<file path="src/csd_pkg.sv">
package csd_pkg;

    // ------------------------------------------------------------
    // sources and domains
    // ------------------------------------------------------------
    localparam int CSD_NSRC = 5;
    localparam int CSD_NDOM = 5;

    localparam logic [2:0] CSD_SRC_SLOW_INTERNAL_OSC = 3'h0;
    localparam logic [2:0] CSD_SRC_FAST_INTERNAL_OSC = 3'h1;
    localparam logic [2:0] CSD_SRC_MAIN_OSC = 3'h2;
    localparam logic [2:0] CSD_SRC_SUB_OSC = 3'h3;
    localparam logic [2:0] CSD_SRC_PLL = 3'h4;

    localparam int CSD_DOM_SYS = 0;
    localparam int CSD_DOM_FLASH = 1;
    localparam int CSD_DOM_ETH = 2;
    localparam int CSD_DOM_EQUIP = 3;
    localparam int CSD_DOM_USB = 4;

    // ------------------------------------------------------------
    // timing
    // ------------------------------------------------------------
    localparam int CSD_CORE_CLK_KHZ = 10000;
    localparam int CSD_SLOW_OSC_KHZ = 125;
    localparam int CSD_PROG_FETCH_NS = 10;
    localparam int CSD_PROG_FETCH_CYC_RAW =
        (CSD_PROG_FETCH_NS * CSD_CORE_CLK_KHZ + 999999) / 1000000;
    localparam int CSD_PROG_FETCH_CYC =
        (CSD_PROG_FETCH_CYC_RAW < 1) ? 1 : CSD_PROG_FETCH_CYC_RAW;
    localparam int CSD_ETH_MIN_KHZ = 12500;

    // ------------------------------------------------------------
    // register map
    // ------------------------------------------------------------
    localparam logic [7:0] CSD_OFS_WRITE_PROTECT = 8'h00;
    localparam logic [7:0] CSD_OFS_CLOCK_SOURCE = 8'h04;
    localparam logic [7:0] CSD_OFS_SECONDARY = 8'h08;
    localparam logic [7:0] CSD_OFS_DIVIDE = 8'h0c;
    localparam logic [7:0] CSD_OFS_STATUS = 8'h10;

    localparam logic [7:0] CSD_WP_KEY = 8'ha5;
    localparam int CSD_WP_KEY_LSB = 8;
    localparam int CSD_WP_CLK_EN_BIT = 0;
    localparam int CSD_SRC_SEL_LSB = 0;
    localparam int CSD_EQ_SEL_LSB = 0;
    localparam int CSD_USB_THIRD_BIT = 4;
    localparam int CSD_DIV_SYS_LSB = 0;
    localparam int CSD_DIV_FLASH_LSB = 2;
    localparam int CSD_DIV_ETH_LSB = 4;
    localparam int CSD_STAT_BUSY_LSB = 0;
    localparam int CSD_STAT_SEL_LSB = 8;

    localparam logic CSD_RST_WP_EN = 1'b0;
    localparam logic [2:0] CSD_RST_SRC_SEL = CSD_SRC_SLOW_INTERNAL_OSC;
    localparam logic [2:0] CSD_RST_EQ_SEL = CSD_SRC_SLOW_INTERNAL_OSC;
    localparam logic CSD_RST_USB_THIRD = 1'b0;
    localparam logic [5:0] CSD_RST_DIV = 6'h00;

    localparam logic [1:0] CSD_RESP_OKAY = 2'h0;
    localparam logic [1:0] CSD_RESP_SLVERR = 2'h2;

    // ------------------------------------------------------------
    // types
    // ------------------------------------------------------------
    typedef struct packed {
        logic [2:0] sel;
        logic [3:0] ratio;
    } csd_cfg_t;

    localparam csd_cfg_t CSD_RST_CFG = '{sel: CSD_RST_SRC_SEL,
                                         ratio: 4'h1};

    typedef enum logic [1:0] {
        CSD_RUN = 2'b01,
        CSD_GATED = 2'b10
    } csd_sw_t;

endpackage : csd_pkg

</file>
<file path="src/csd_clock_select.sv">
// The implementer's own choices: the AXI4-Lite slave port and the register offsets.
`timescale 1ns/1ps
// Summary of operation
// - after reset every domain but usb (pll/4) runs from the 125 kHz slow internal osc
// - fast and slow internal oscillators join main, sub and watchdog osc
// - source select field picks one of five sources for the system, flash and ethernet domains
// - flash, ethernet and equipment bus domains are separate and tunable
// - flash domain times flash unit access only; fetch stays at 10 ns
// - ethernet controller and its dma share the ethernet clock domain
// - secondary control field selects the equipment bus base clock
// - secondary control field selects usb divisor of 1/3 or 1/4
// - clock register writes ignored unless protect register unlocked
module csd_clock_select
    import csd_pkg::*;
#(
    parameter int ADDR_W = 8
) (
    input wire logic core_clk,
    input wire logic srst,
    input wire logic [CSD_NSRC-1:0] src_clk_in,
    input wire logic watchdog_osc_in,
    output logic core_system_clock,
    output logic flash_ctrl_clock,
    output logic ethernet_periph_clock,
    output logic equipment_bus_clock,
    output logic usb_clock,
    output logic independent_watchdog_clock,
    input wire logic [ADDR_W-1:0] s_awaddr,
    input wire logic s_awvalid,
    output logic s_awready,
    input wire logic [31:0] s_wdata,
    input wire logic [3:0] s_wstrb,
    input wire logic s_wvalid,
    output logic s_wready,
    output logic [1:0] s_bresp,
    output logic s_bvalid,
    input wire logic s_bready,
    input wire logic [ADDR_W-1:0] s_araddr,
    input wire logic s_arvalid,
    output logic s_arready,
    output logic [31:0] s_rdata,
    output logic [1:0] s_rresp,
    output logic s_rvalid,
    input wire logic s_rready
);

    generate
        if (ADDR_W < 5) begin : g_chk
            $error("ADDR_W too small for register map");
        end
    endgenerate

    // ------------------------------------------------------------
    // register write side
    // ------------------------------------------------------------
    logic aw_have_reg, aw_have_next;
    logic w_have_reg, w_have_next;
    logic [ADDR_W-1:0] awaddr_reg, awaddr_next;
    logic [31:0] wdata_reg, wdata_next;
    logic [3:0] wstrb_reg, wstrb_next;
    logic awready_reg, awready_next;
    logic wready_reg, wready_next;
    logic bvalid_reg, bvalid_next;
    logic [1:0] bresp_reg, bresp_next;
    logic wp_en_reg, wp_en_next;
    logic [2:0] src_sel_reg, src_sel_next;
    logic [2:0] eq_sel_reg, eq_sel_next;
    logic usb_third_reg, usb_third_next;
    logic [5:0] div_reg, div_next;
    logic [7:0] woff;

    assign woff = 8'(awaddr_reg);

    always_comb begin
        aw_have_next = aw_have_reg;
        w_have_next = w_have_reg;
        awaddr_next = awaddr_reg;
        wdata_next = wdata_reg;
        wstrb_next = wstrb_reg;
        bvalid_next = bvalid_reg;
        bresp_next = bresp_reg;
        wp_en_next = wp_en_reg;
        src_sel_next = src_sel_reg;
        eq_sel_next = eq_sel_reg;
        usb_third_next = usb_third_reg;
        div_next = div_reg;
        if (s_awvalid && awready_reg) begin
            aw_have_next = 1'b1;
            awaddr_next = s_awaddr;
        end
        if (s_wvalid && wready_reg) begin
            w_have_next = 1'b1;
            wdata_next = s_wdata;
            wstrb_next = s_wstrb;
        end
        if (bvalid_reg && s_bready) begin
            bvalid_next = 1'b0;
        end
        if (aw_have_reg && w_have_reg && !bvalid_reg) begin
            aw_have_next = 1'b0;
            w_have_next = 1'b0;
            bvalid_next = 1'b1;
            bresp_next = CSD_RESP_OKAY;
            case (woff)
                CSD_OFS_WRITE_PROTECT: begin
                    // key and enable must land in one write
                    if (wstrb_reg[1:0] == 2'b11 &&
                        wdata_reg[CSD_WP_KEY_LSB +: 8] == CSD_WP_KEY) begin
                        wp_en_next = wdata_reg[CSD_WP_CLK_EN_BIT];
                    end
                end
                CSD_OFS_CLOCK_SOURCE: begin
                    // codes above the pll are refused, keeping the mux legal
                    if (wp_en_reg && wstrb_reg[0] &&
                        wdata_reg[CSD_SRC_SEL_LSB +: 3] <= CSD_SRC_PLL) begin
                        src_sel_next = wdata_reg[CSD_SRC_SEL_LSB +: 3];
                    end
                end
                CSD_OFS_SECONDARY: begin
                    if (wp_en_reg && wstrb_reg[0]) begin
                        if (wdata_reg[CSD_EQ_SEL_LSB +: 3] <= CSD_SRC_PLL) begin
                            eq_sel_next = wdata_reg[CSD_EQ_SEL_LSB +: 3];
                        end
                        usb_third_next = wdata_reg[CSD_USB_THIRD_BIT];
                    end
                end
                CSD_OFS_DIVIDE: begin
                    if (wp_en_reg && wstrb_reg[0]) begin
                        div_next = wdata_reg[5:0];
                    end
                end
                CSD_OFS_STATUS: begin
                end
                default: begin
                    bresp_next = CSD_RESP_SLVERR;
                end
            endcase
        end
        awready_next = !aw_have_next && !bvalid_next;
        wready_next = !w_have_next && !bvalid_next;
    end

    always_ff @(posedge core_clk) begin
        if (srst) begin
            aw_have_reg <= 1'b0;
            w_have_reg <= 1'b0;
            awaddr_reg <= '0;
            wdata_reg <= 32'h0;
            wstrb_reg <= 4'h0;
            awready_reg <= 1'b0;
            wready_reg <= 1'b0;
            bvalid_reg <= 1'b0;
            bresp_reg <= CSD_RESP_OKAY;
            wp_en_reg <= CSD_RST_WP_EN;
            src_sel_reg <= CSD_RST_SRC_SEL;
            eq_sel_reg <= CSD_RST_EQ_SEL;
            usb_third_reg <= CSD_RST_USB_THIRD;
            div_reg <= CSD_RST_DIV;
        end else begin
            aw_have_reg <= aw_have_next;
            w_have_reg <= w_have_next;
            awaddr_reg <= awaddr_next;
            wdata_reg <= wdata_next;
            wstrb_reg <= wstrb_next;
            awready_reg <= awready_next;
            wready_reg <= wready_next;
            bvalid_reg <= bvalid_next;
            bresp_reg <= bresp_next;
            wp_en_reg <= wp_en_next;
            src_sel_reg <= src_sel_next;
            eq_sel_reg <= eq_sel_next;
            usb_third_reg <= usb_third_next;
            div_reg <= div_next;
        end
    end

    // ------------------------------------------------------------
    // register read side
    // ------------------------------------------------------------
    logic arready_reg, arready_next;
    logic rvalid_reg, rvalid_next;
    logic [31:0] rdata_reg, rdata_next;
    logic [1:0] rresp_reg, rresp_next;
    logic [CSD_NDOM-1:0] dom_busy;
    csd_cfg_t act_sys;
    logic [7:0] roff;

    assign roff = 8'(s_araddr);

    always_comb begin
        arready_next = arready_reg;
        rvalid_next = rvalid_reg;
        rdata_next = rdata_reg;
        rresp_next = rresp_reg;
        if (rvalid_reg && s_rready) begin
            rvalid_next = 1'b0;
        end
        if (s_arvalid && arready_reg) begin
            rvalid_next = 1'b1;
            rresp_next = CSD_RESP_OKAY;
            rdata_next = 32'h0;
            case (roff)
                CSD_OFS_WRITE_PROTECT:
                    rdata_next[CSD_WP_CLK_EN_BIT] = wp_en_reg;
                CSD_OFS_CLOCK_SOURCE:
                    rdata_next[CSD_SRC_SEL_LSB +: 3] = src_sel_reg;
                CSD_OFS_SECONDARY: begin
                    rdata_next[CSD_EQ_SEL_LSB +: 3] = eq_sel_reg;
                    rdata_next[CSD_USB_THIRD_BIT] = usb_third_reg;
                end
                CSD_OFS_DIVIDE:
                    rdata_next[5:0] = div_reg;
                CSD_OFS_STATUS: begin
                    rdata_next[CSD_STAT_BUSY_LSB +: CSD_NDOM] = dom_busy;
                    rdata_next[CSD_STAT_SEL_LSB +: 3] = act_sys.sel;
                end
                default:
                    rresp_next = CSD_RESP_SLVERR;
            endcase
        end
        arready_next = !rvalid_next;
    end

    always_ff @(posedge core_clk) begin
        if (srst) begin
            arready_reg <= 1'b0;
            rvalid_reg <= 1'b0;
            rdata_reg <= 32'h0;
            rresp_reg <= CSD_RESP_OKAY;
        end else begin
            arready_reg <= arready_next;
            rvalid_reg <= rvalid_next;
            rdata_reg <= rdata_next;
            rresp_reg <= rresp_next;
        end
    end

    // ------------------------------------------------------------
    // domain targets
    // ------------------------------------------------------------
    csd_cfg_t tgt [CSD_NDOM];

    always_comb begin
        // system, flash and ethernet share one source select
        tgt[CSD_DOM_SYS].sel = src_sel_reg;
        tgt[CSD_DOM_SYS].ratio = 4'h1 << div_reg[CSD_DIV_SYS_LSB +: 2];
        tgt[CSD_DOM_FLASH].sel = src_sel_reg;
        tgt[CSD_DOM_FLASH].ratio = 4'h1 << div_reg[CSD_DIV_FLASH_LSB +: 2];
        tgt[CSD_DOM_ETH].sel = src_sel_reg;
        tgt[CSD_DOM_ETH].ratio = 4'h1 << div_reg[CSD_DIV_ETH_LSB +: 2];
        tgt[CSD_DOM_EQUIP].sel = eq_sel_reg;
        tgt[CSD_DOM_EQUIP].ratio = 4'h1;
        tgt[CSD_DOM_USB].sel = CSD_SRC_PLL;
        tgt[CSD_DOM_USB].ratio = usb_third_reg ? 4'h3 : 4'h4;
    end

    // ------------------------------------------------------------
    // glitch-free switch and divider per domain
    // ------------------------------------------------------------
    // src_clk_in: slow int, fast int, main, sub, pll
    logic [CSD_NSRC-1:0] src_prev_reg;
    logic [CSD_NSRC-1:0] src_rise;
    logic [CSD_NDOM-1:0] dom_clk;
    logic wdt_clk_reg;

    assign src_rise = src_clk_in & ~src_prev_reg;

    always_ff @(posedge core_clk) begin
        if (srst) begin
            src_prev_reg <= '0;
            wdt_clk_reg <= 1'b0;
        end else begin
            src_prev_reg <= src_clk_in;
            wdt_clk_reg <= watchdog_osc_in;
        end
    end

    genvar d;
    generate
        for (d = 0; d < CSD_NDOM; d++) begin : g_dom
            csd_sw_t st_reg, st_next;
            csd_cfg_t act_reg, act_next;
            logic [2:0] cnt_reg, cnt_next;
            logic clk_reg, clk_next;
            // switching only while the output is low and then waiting for
            // the new source to be low trades a stretched low phase for
            // never cutting a high pulse short
            always_comb begin
                st_next = st_reg;
                act_next = act_reg;
                cnt_next = cnt_reg;
                clk_next = clk_reg;
                case (st_reg)
                    CSD_RUN: begin
                        if (act_reg.ratio == 4'h1) begin
                            clk_next = src_clk_in[act_reg.sel];
                        end else if (src_rise[act_reg.sel]) begin
                            if ({1'b0, cnt_reg} == act_reg.ratio - 4'h1) begin
                                cnt_next = 3'h0;
                            end else begin
                                cnt_next = cnt_reg + 3'h1;
                            end
                            clk_next = ({1'b0, cnt_next} < (act_reg.ratio >> 1));
                        end
                        if (act_reg != tgt[d] && !clk_next) begin
                            st_next = CSD_GATED;
                        end
                    end
                    CSD_GATED: begin
                        clk_next = 1'b0;
                        if (!src_clk_in[tgt[d].sel]) begin
                            act_next = tgt[d];
                            cnt_next = 3'(tgt[d].ratio - 4'h1);
                            st_next = CSD_RUN;
                        end
                    end
                    default: begin
                        st_next = CSD_GATED;
                        clk_next = 1'b0;
                    end
                endcase
            end

            always_ff @(posedge core_clk) begin
                if (srst) begin
                    st_reg <= CSD_RUN;
                    act_reg <= CSD_RST_CFG;
                    cnt_reg <= 3'h0;
                    clk_reg <= 1'b0;
                end else begin
                    st_reg <= st_next;
                    act_reg <= act_next;
                    cnt_reg <= cnt_next;
                    clk_reg <= clk_next;
                end
            end

            assign dom_clk[d] = clk_reg;
            assign dom_busy[d] = (st_reg == CSD_GATED);
        end
    endgenerate

    assign act_sys = g_dom[CSD_DOM_SYS].act_reg;

    // ------------------------------------------------------------
    // outputs
    // ------------------------------------------------------------
    assign core_system_clock = dom_clk[CSD_DOM_SYS];
    // program fetch timing rides on the core clock, not on this domain
    assign flash_ctrl_clock = dom_clk[CSD_DOM_FLASH];
    // one net feeds both the controller and its dma engine
    assign ethernet_periph_clock = dom_clk[CSD_DOM_ETH];
    assign equipment_bus_clock = dom_clk[CSD_DOM_EQUIP];
    assign usb_clock = dom_clk[CSD_DOM_USB];
    assign independent_watchdog_clock = wdt_clk_reg;
    assign s_awready = awready_reg;
    assign s_wready = wready_reg;
    assign s_bvalid = bvalid_reg;
    assign s_bresp = bresp_reg;
    assign s_arready = arready_reg;
    assign s_rvalid = rvalid_reg;
    assign s_rdata = rdata_reg;
    assign s_rresp = rresp_reg;

endmodule : csd_clock_select

</file>
<file path="config.mk">
export PLATFORM = sky130hd
export DESIGN_NAME = csd_clock_select
export DESIGN_NICKNAME = d
export VERILOG_FILES = /design/src/csd_pkg.sv /design/src/csd_clock_select.sv
export SDC_FILE = /design/constraint.sdc
export NUM_CORES = 1
export LEC_CHECK = 0
export BUFFER_PORTS_ARGS = -buffer_cell sky130_fd_sc_hd__buf_4
export CAP_MARGIN = 25
export CORE_MARGIN = 4
export CORE_UTILIZATION = 46
export CTS_CLUSTER_DIAMETER = 60
export CTS_CLUSTER_SIZE = 24
export DETAILED_ROUTE_END_ITERATION = 12
export MAX_ROUTING_LAYER = met4
export PLACE_DENSITY = 0.77
export SETUP_SLACK_MARGIN = 0.5
export SYNTH_ARGS = -nofsm -noshare
export SYNTH_HDL_FRONTEND = slang
export SYNTH_SLANG_ARGS = --single-unit
</file>
<file path="constraint.sdc">
create_clock -name core_clk -period 8.4 [get_ports core_clk]
set_input_delay 0.84 -clock core_clk [delete_from_list [all_inputs] [get_ports core_clk]]
set_output_delay 0.84 -clock core_clk [all_outputs]
set_load 0.005 [all_outputs]
</file>
; ---- Yosys cells after proc, flatten, opt, wreduce, memory -nomap -nowiden
; Index checks and enable logic that the tools add are counted.
[op_classes]
div_mod_pow = 0
n_mux = 97
addsub = 12
reduce_logical = 59
order_cmp = 12
shift = 3
n_mul = 0
eq_ne = 51
bitwise_logic = 10
[op_table]
columns = cell, n
row1 = 3-bit two-way mux, 30
row2 = "2-bit inequality test, second input constant", 18
row3 = 1-bit two-way mux, 35
row4 = "8-bit by 4-bit equality test with 1-bit output, second input constant", 4
row5 = "3-bit by 4-bit < comparator with 1-bit output, second input constant", 7
row6 = 1-bit binary-select mux with 3-bit select, 9
row7 = 3-bit case mux with 2 select lines, 4
row8 = 7-bit inequality test, 3
row9 = 2-bit two-way mux, 10
row10 = 2-bit case mux with 2 select lines, 5
row11 = 2-bit AND reduction, 10
row12 = 4-bit AND reduction, 5
row13 = 1-bit logical AND, 17
row14 = 3-bit by 4-bit equality test with 1-bit output, 4
row15 = "4-bit by 1-bit equality test with 1-bit output, second input constant", 4
row16 = "8-bit by 3-bit equality test with 1-bit output, second input constant", 2
row17 = "8-bit by 5-bit equality test with 1-bit output, second input constant", 2
row18 = 8-bit zero test, 2
row19 = "4-bit by 1-bit subtractor with 4-bit output, second input constant", 4
row20 = "3-bit by 1-bit adder with 3-bit output, second input constant", 4
row21 = "2-bit equality test, second input constant", 6
row22 = 3-bit < comparator, 4
row23 = 3-bit AND reduction, 4
row24 = "1-bit by 2-bit << shifter with 4-bit output, first input constant", 3
row25 = other kinds (17), 48
[totals]
in_bits = 65
ram_bits = 0
output_inout_bits = 47
word_cells = 287
latch_bits = 0
register_bits = 122
rom_bits = 0
mem_count = 0

; ---- Depth between registers and ports, before layout
[logic_depth]
ltp_word = 15
mapped_depth = 13
mapped_depth_nobuf = 13

; ---- Worst setup path before layout
; No wires, ideal clock.
[synth_path]
path_kind = reg2reg
startpoint = register g_dom[2].act_reg[0] (netlist name)
endpoint = register g_dom[2].st_reg[1]
required_ps = 8286
path_stages_with_launch = 14
arrival_time_ps = 2872
setup_slack_ps = 5415
synth_period_minus_slack_ps = 2985
setup_time_ps = 114
path_cell_list = dfxtp_1 -> inv_1 -> ha_1 -> xnor2_1 -> mux2_2 -> a2111oi_2 -> nor2b_1 -> ha_1 -> nor2b_1 -> o21ai_0 -> o21ai_0 -> nor4bb_1 -> a21oi_1 -> nor2b_1
[synth_via]
elab_chain_cells = 14
elab_cells_between_ends = 16
cone_classes = 1 x add/sub / 1 x order compare / 4 x eq/ne / 7 x mux / 3 x reduce/logical
[synth_lines]
columns = item, line
row1 = start: declaration, csd_clock_select.sv:282  ; csd_cfg_t act_reg, act_next;
row2 = start signal: assignment, csd_clock_select.sv:332  ; act_reg <= act_next;
row3 = 4-bit by 1-bit subtractor with 4-bit output, csd_clock_select.sv:298  ; if ({1'b0, cnt_reg} == act_reg.ratio - 4'h1) begin
row4 = 3-bit by 4-bit equality test with 1-bit output, csd_clock_select.sv:298
row5 = 3-bit two-way mux, csd_clock_select.sv:298
row6 = 3-bit two-way mux, csd_clock_select.sv:297  ; end else if (src_rise[act_reg.sel]) begin
row7 = 3-bit two-way mux, csd_clock_select.sv:295  ; if (act_reg.ratio == 4'h1) begin
row8 = 3-bit two-way mux, csd_clock_select.sv:293  ; case (st_reg)
row9 = 3-bit < comparator, csd_clock_select.sv:303  ; clk_next = ({1'b0, cnt_next} < (act_reg.ratio >> 1));
row10 = 1-bit two-way mux, csd_clock_select.sv:297
row11 = 1-bit two-way mux, csd_clock_select.sv:295
row12 = 1-bit two-way mux, csd_clock_select.sv:293
row13 = 1-bit zero test, csd_clock_select.sv:305  ; if (act_reg != tgt[d] && !clk_next) begin
row14 = 1-bit logical AND *, csd_clock_select.sv:305
row15 = 2-bit inequality test (no source line) *, --
row16 = 2-bit AND reduction (no source line) *, --
row17 = end signal: assignment, csd_clock_select.sv:331  ; st_reg <= st_next;
row18 = end: declaration, csd_clock_select.sv:281  ; csd_sw_t st_reg, st_next;
; Mark *: on every way between the ends. The rest lies on a longest branch, timed or not. The select of a mux whose other input is x is not followed.
; A chain may end at the register's enable or synchronous reset.

; ---- Worst setup path after layout
; Same ends and word-level chain as after synthesis.

==> flow_summary.yaml <==
clock_tree:
  clk_pin_slew_ps: 60
  cts_setup_buffers: 0
  ctsHoldBuffers: 0
  htreeDepth: 4
  cts_tree: "done"
  numCtsBuffers: 17
  cts.sinks: 117
  clock_latency_ps: 410
  cts_root_buf: "clkbuf_16"
  ctsResizeCount: 0
  clockBufferDepth: 2
status:
  run_status: "finished, final reports clean"
global_routing:
  grt_pass1_vias: 4964
  grt_overflow_total: 0
  grt_antenna_before_repair: 0
  grt_pass1_wl_um: 23600
  grt_max_degree: 77
  track_usage_pct: 18.7
cells_and_area:
  seq_area_mm2: 0.00234
  num-fill-cells: 1245
  largest_reg_flops: 21
  utilization_pct: 55.3
  drive_above_1_share_pct: 14.0
  num_antenna_cells: 0
  syn_to_final_growth_pct: 16.5
  fin_nets: 888
  final_cells: 992
  multi_input_area_mm2: 0.00362
logic_synthesis:
  yosysTopAreaCell: "dfxtp_1"
  synth_area_per_cell_um2: 8.37
  syn_inst: 757
  yosysWarnings: 0
  netlist_top_cells_area: "dfxtp_1 (37%), a21oi_1 (5.1%), nand2_1 (4.9%), nor2_1 (4.1%), ha_1 (3.8%)"
  synth_area_mm2: 0.00633
  ys_types: 73
  synth_seq_cells: 117
  ys.flop_type: "dfxtp_1"
  synth_seq_area_share_pct: 37.0
  synth_top_area_share_pct: 37.0
  synth_edf_count: 0
  synthArstFlopShare_pct: 0
hold_path:
  hold_depth: 2
  worstHoldStart: "wdata_reg[10]"
  hold_class: "reg2reg"
  holdPathEnd: "wdata_reg[10]"
pwr:
  vdd_drop_max_v: 0.000150
  p_per_area_mw_per_mm2: 188
  power_leakage_nw: 2.84
timing:
  timing_max_transition_violations_final: 0
  max_freq_mhz: 295
  post-route-period-util_pct: 40.3
  worst_pin_slew_ps: 827
  skew_ps: 7.99
  tns_ps: 0
  final.min_clock_period_ps: 3390
  slew_headroom_pct: 44.6
  hold_viol_final: 0
  finalSetupViolCount: 0
  rsz0062_at_grt: "false"
critical_path:
  worstPathRequired_ps: 8710
  worstReg2RegEnd: "g_dom[2].st_reg[1]"
  reg2reg_depth: 13
  critPathKind: "reg2reg"
  cp_max_fo: 7
  startpoint_type: "flip-flop"
  arrival_ps: 3690
  r2r_start: "g_dom[2].act_reg[0]"
  r2r_setup_slack_ps: 5010
  worstSetupEndpointType: "flip-flop"
routing:
  postRouteAntennaNets: 0
  dr.pass1.iters: 5
  viasPerCell: 5.41
  drc: 0
  vias: 5366
  drt_iter0_drc: 433
  routed_wl_um: 14200
  wl_per_cell_um: 14.3
floorplanning:
  die_w_um: 125
  chipHeight_um: 125
  io_pins: 112
  core_region_area_mm2: 0.0133
  dieArea_mm2: 0.0157
  placementRows: 42
  start_util_pct: 47.5
placed_design:
  dp.cells: 961
  dp_hpwl_um: 10100
  gp_congestion: 0.863
  numPortBuffers: 66
job:
  drv_cap: 0
cells in the final DEF, fill, tap and decap left out, types with 6 or more instances in the layout:
cell       Yosys  layout
dfxtp_1      117     117
nand2_1       82      82
nor2_1        70      70
buf_4         25      67
a21oi_1       64      64
o21ai_0       46      46
inv_1         31      31
conb_1         1      25
nor2b_1       24      24
mux2i_1       23      23
nand3_1       22      22
xnor2_1       20      20
ha_1          19      19
clkbuf_16      0      17
nor3_1        15      15
nand2b_1      11      11
a211oi_1      10      10
a31oi_1        9       9
xor2_1         8       8
or4_1          6       6
mux2_2         6       6
nand3b_1       6       6
and2_1         6       6
final cells by class:
type                       instances  share of cell area [%]
tap                              176                    2.99
sequential                       117                    31.8
clock buffer                      23                    6.34
multi-input combinational        570                    49.1
clock inverter                     8                    1.37
timing repair buffer              67                    6.82
inverter                          31                    1.58
cells by family (layout without fill, tap and decap cells):
logic type	count (synthesis)	after routing	synth area share [%]
AND/OR/NAND/NOR	280	280	22.0
AO/OA/AOI/OAI	178	178	17.4
flip-flops	117	117	37.0
buffers and inverters	94	129	7.21
multiplexers	38	38	8.02
XOR/XNOR	30	30	4.60
adder cells (fa/ha/maj)	19	19	3.75
other	1	25	0.0592
worst max-delay path, stage by stage (launching register included):
cell and delay [ps]:
dfxtp_1 460, inv_1 130, ha_1 250, xnor2_1 210, mux2_2 370, a2111oi_2 540, nor2b_1 100, ha_1 300
nor2b_1 130, o21ai_0 130, o21ai_0 100, nor4bb_1 290, a21oi_1 110, nor2b_1 150
cells in the mapped netlist, types with 5 or more instances:
library cell,count
nand2b_1,11
nand2_1,82
nor3_1,15
nand4_1,5
ha_1,19
o21ai_0,46
o31ai_1,5
mux2i_1,23
xor2_1,8
o211ai_1,5
and3_1,5
nor2_1,70
xnor2_1,20
a211oi_1,10
nor2b_1,24
o22ai_1,5
nor4_1,5
mux2_2,6
a21oi_1,64
dfxtp_1,117
nand3b_1,6
a31oi_1,9
clkbuf_1,33
buf_4,25
inv_1,31
and2_1,6
nand3_1,22
or4_1,6
metal layers:
metal,up-vias,global-route usage (%),wire [µm]
li1,2732,-,-
met1,2503,23.3,6570
met2,115,29.9,6760
met3,16,5.42,690
met4,0,5.10,201
met5,-,-,0
stage by stage:
stage               cell area [µm²]  worst slack [ps]  hold slack (ps)  power (mW)
floorplan                      6420              5410              431       0.673
finish                         7380              5010              450        1.39
CTS                            7380              5040              451        1.40
global placement               6810              5130              438       0.705
global route                   7380              4720              474        1.44
detailed placement             6810              5080              444       0.708
worst max path at each step:
stage / start / slack [ps] / endpoint
floorplan: g_dom[2].act_reg[0] / 5410 / g_dom[2].st_reg[1]
global route: g_dom[2].act_reg[0] / 4720 / g_dom[2].st_reg[1]
detailed placement: g_dom[2].act_reg[0] / 5080 / g_dom[2].st_reg[1]
finish: g_dom[2].act_reg[0] / 5010 / g_dom[2].st_reg[1]
global placement: g_dom[2].act_reg[0] / 5130 / g_dom[2].st_reg[1]
CTS: g_dom[2].act_reg[0] / 5040 / g_dom[2].st_reg[1]
where the power goes:
group          total [mW]  internal [mW]  switching, mW
logic               0.108         0.0486         0.0596
registers           0.589          0.576         0.0133
clock network       0.691          0.449          0.242
total                1.39           1.07          0.314
(Power assumes the default switching activity.)
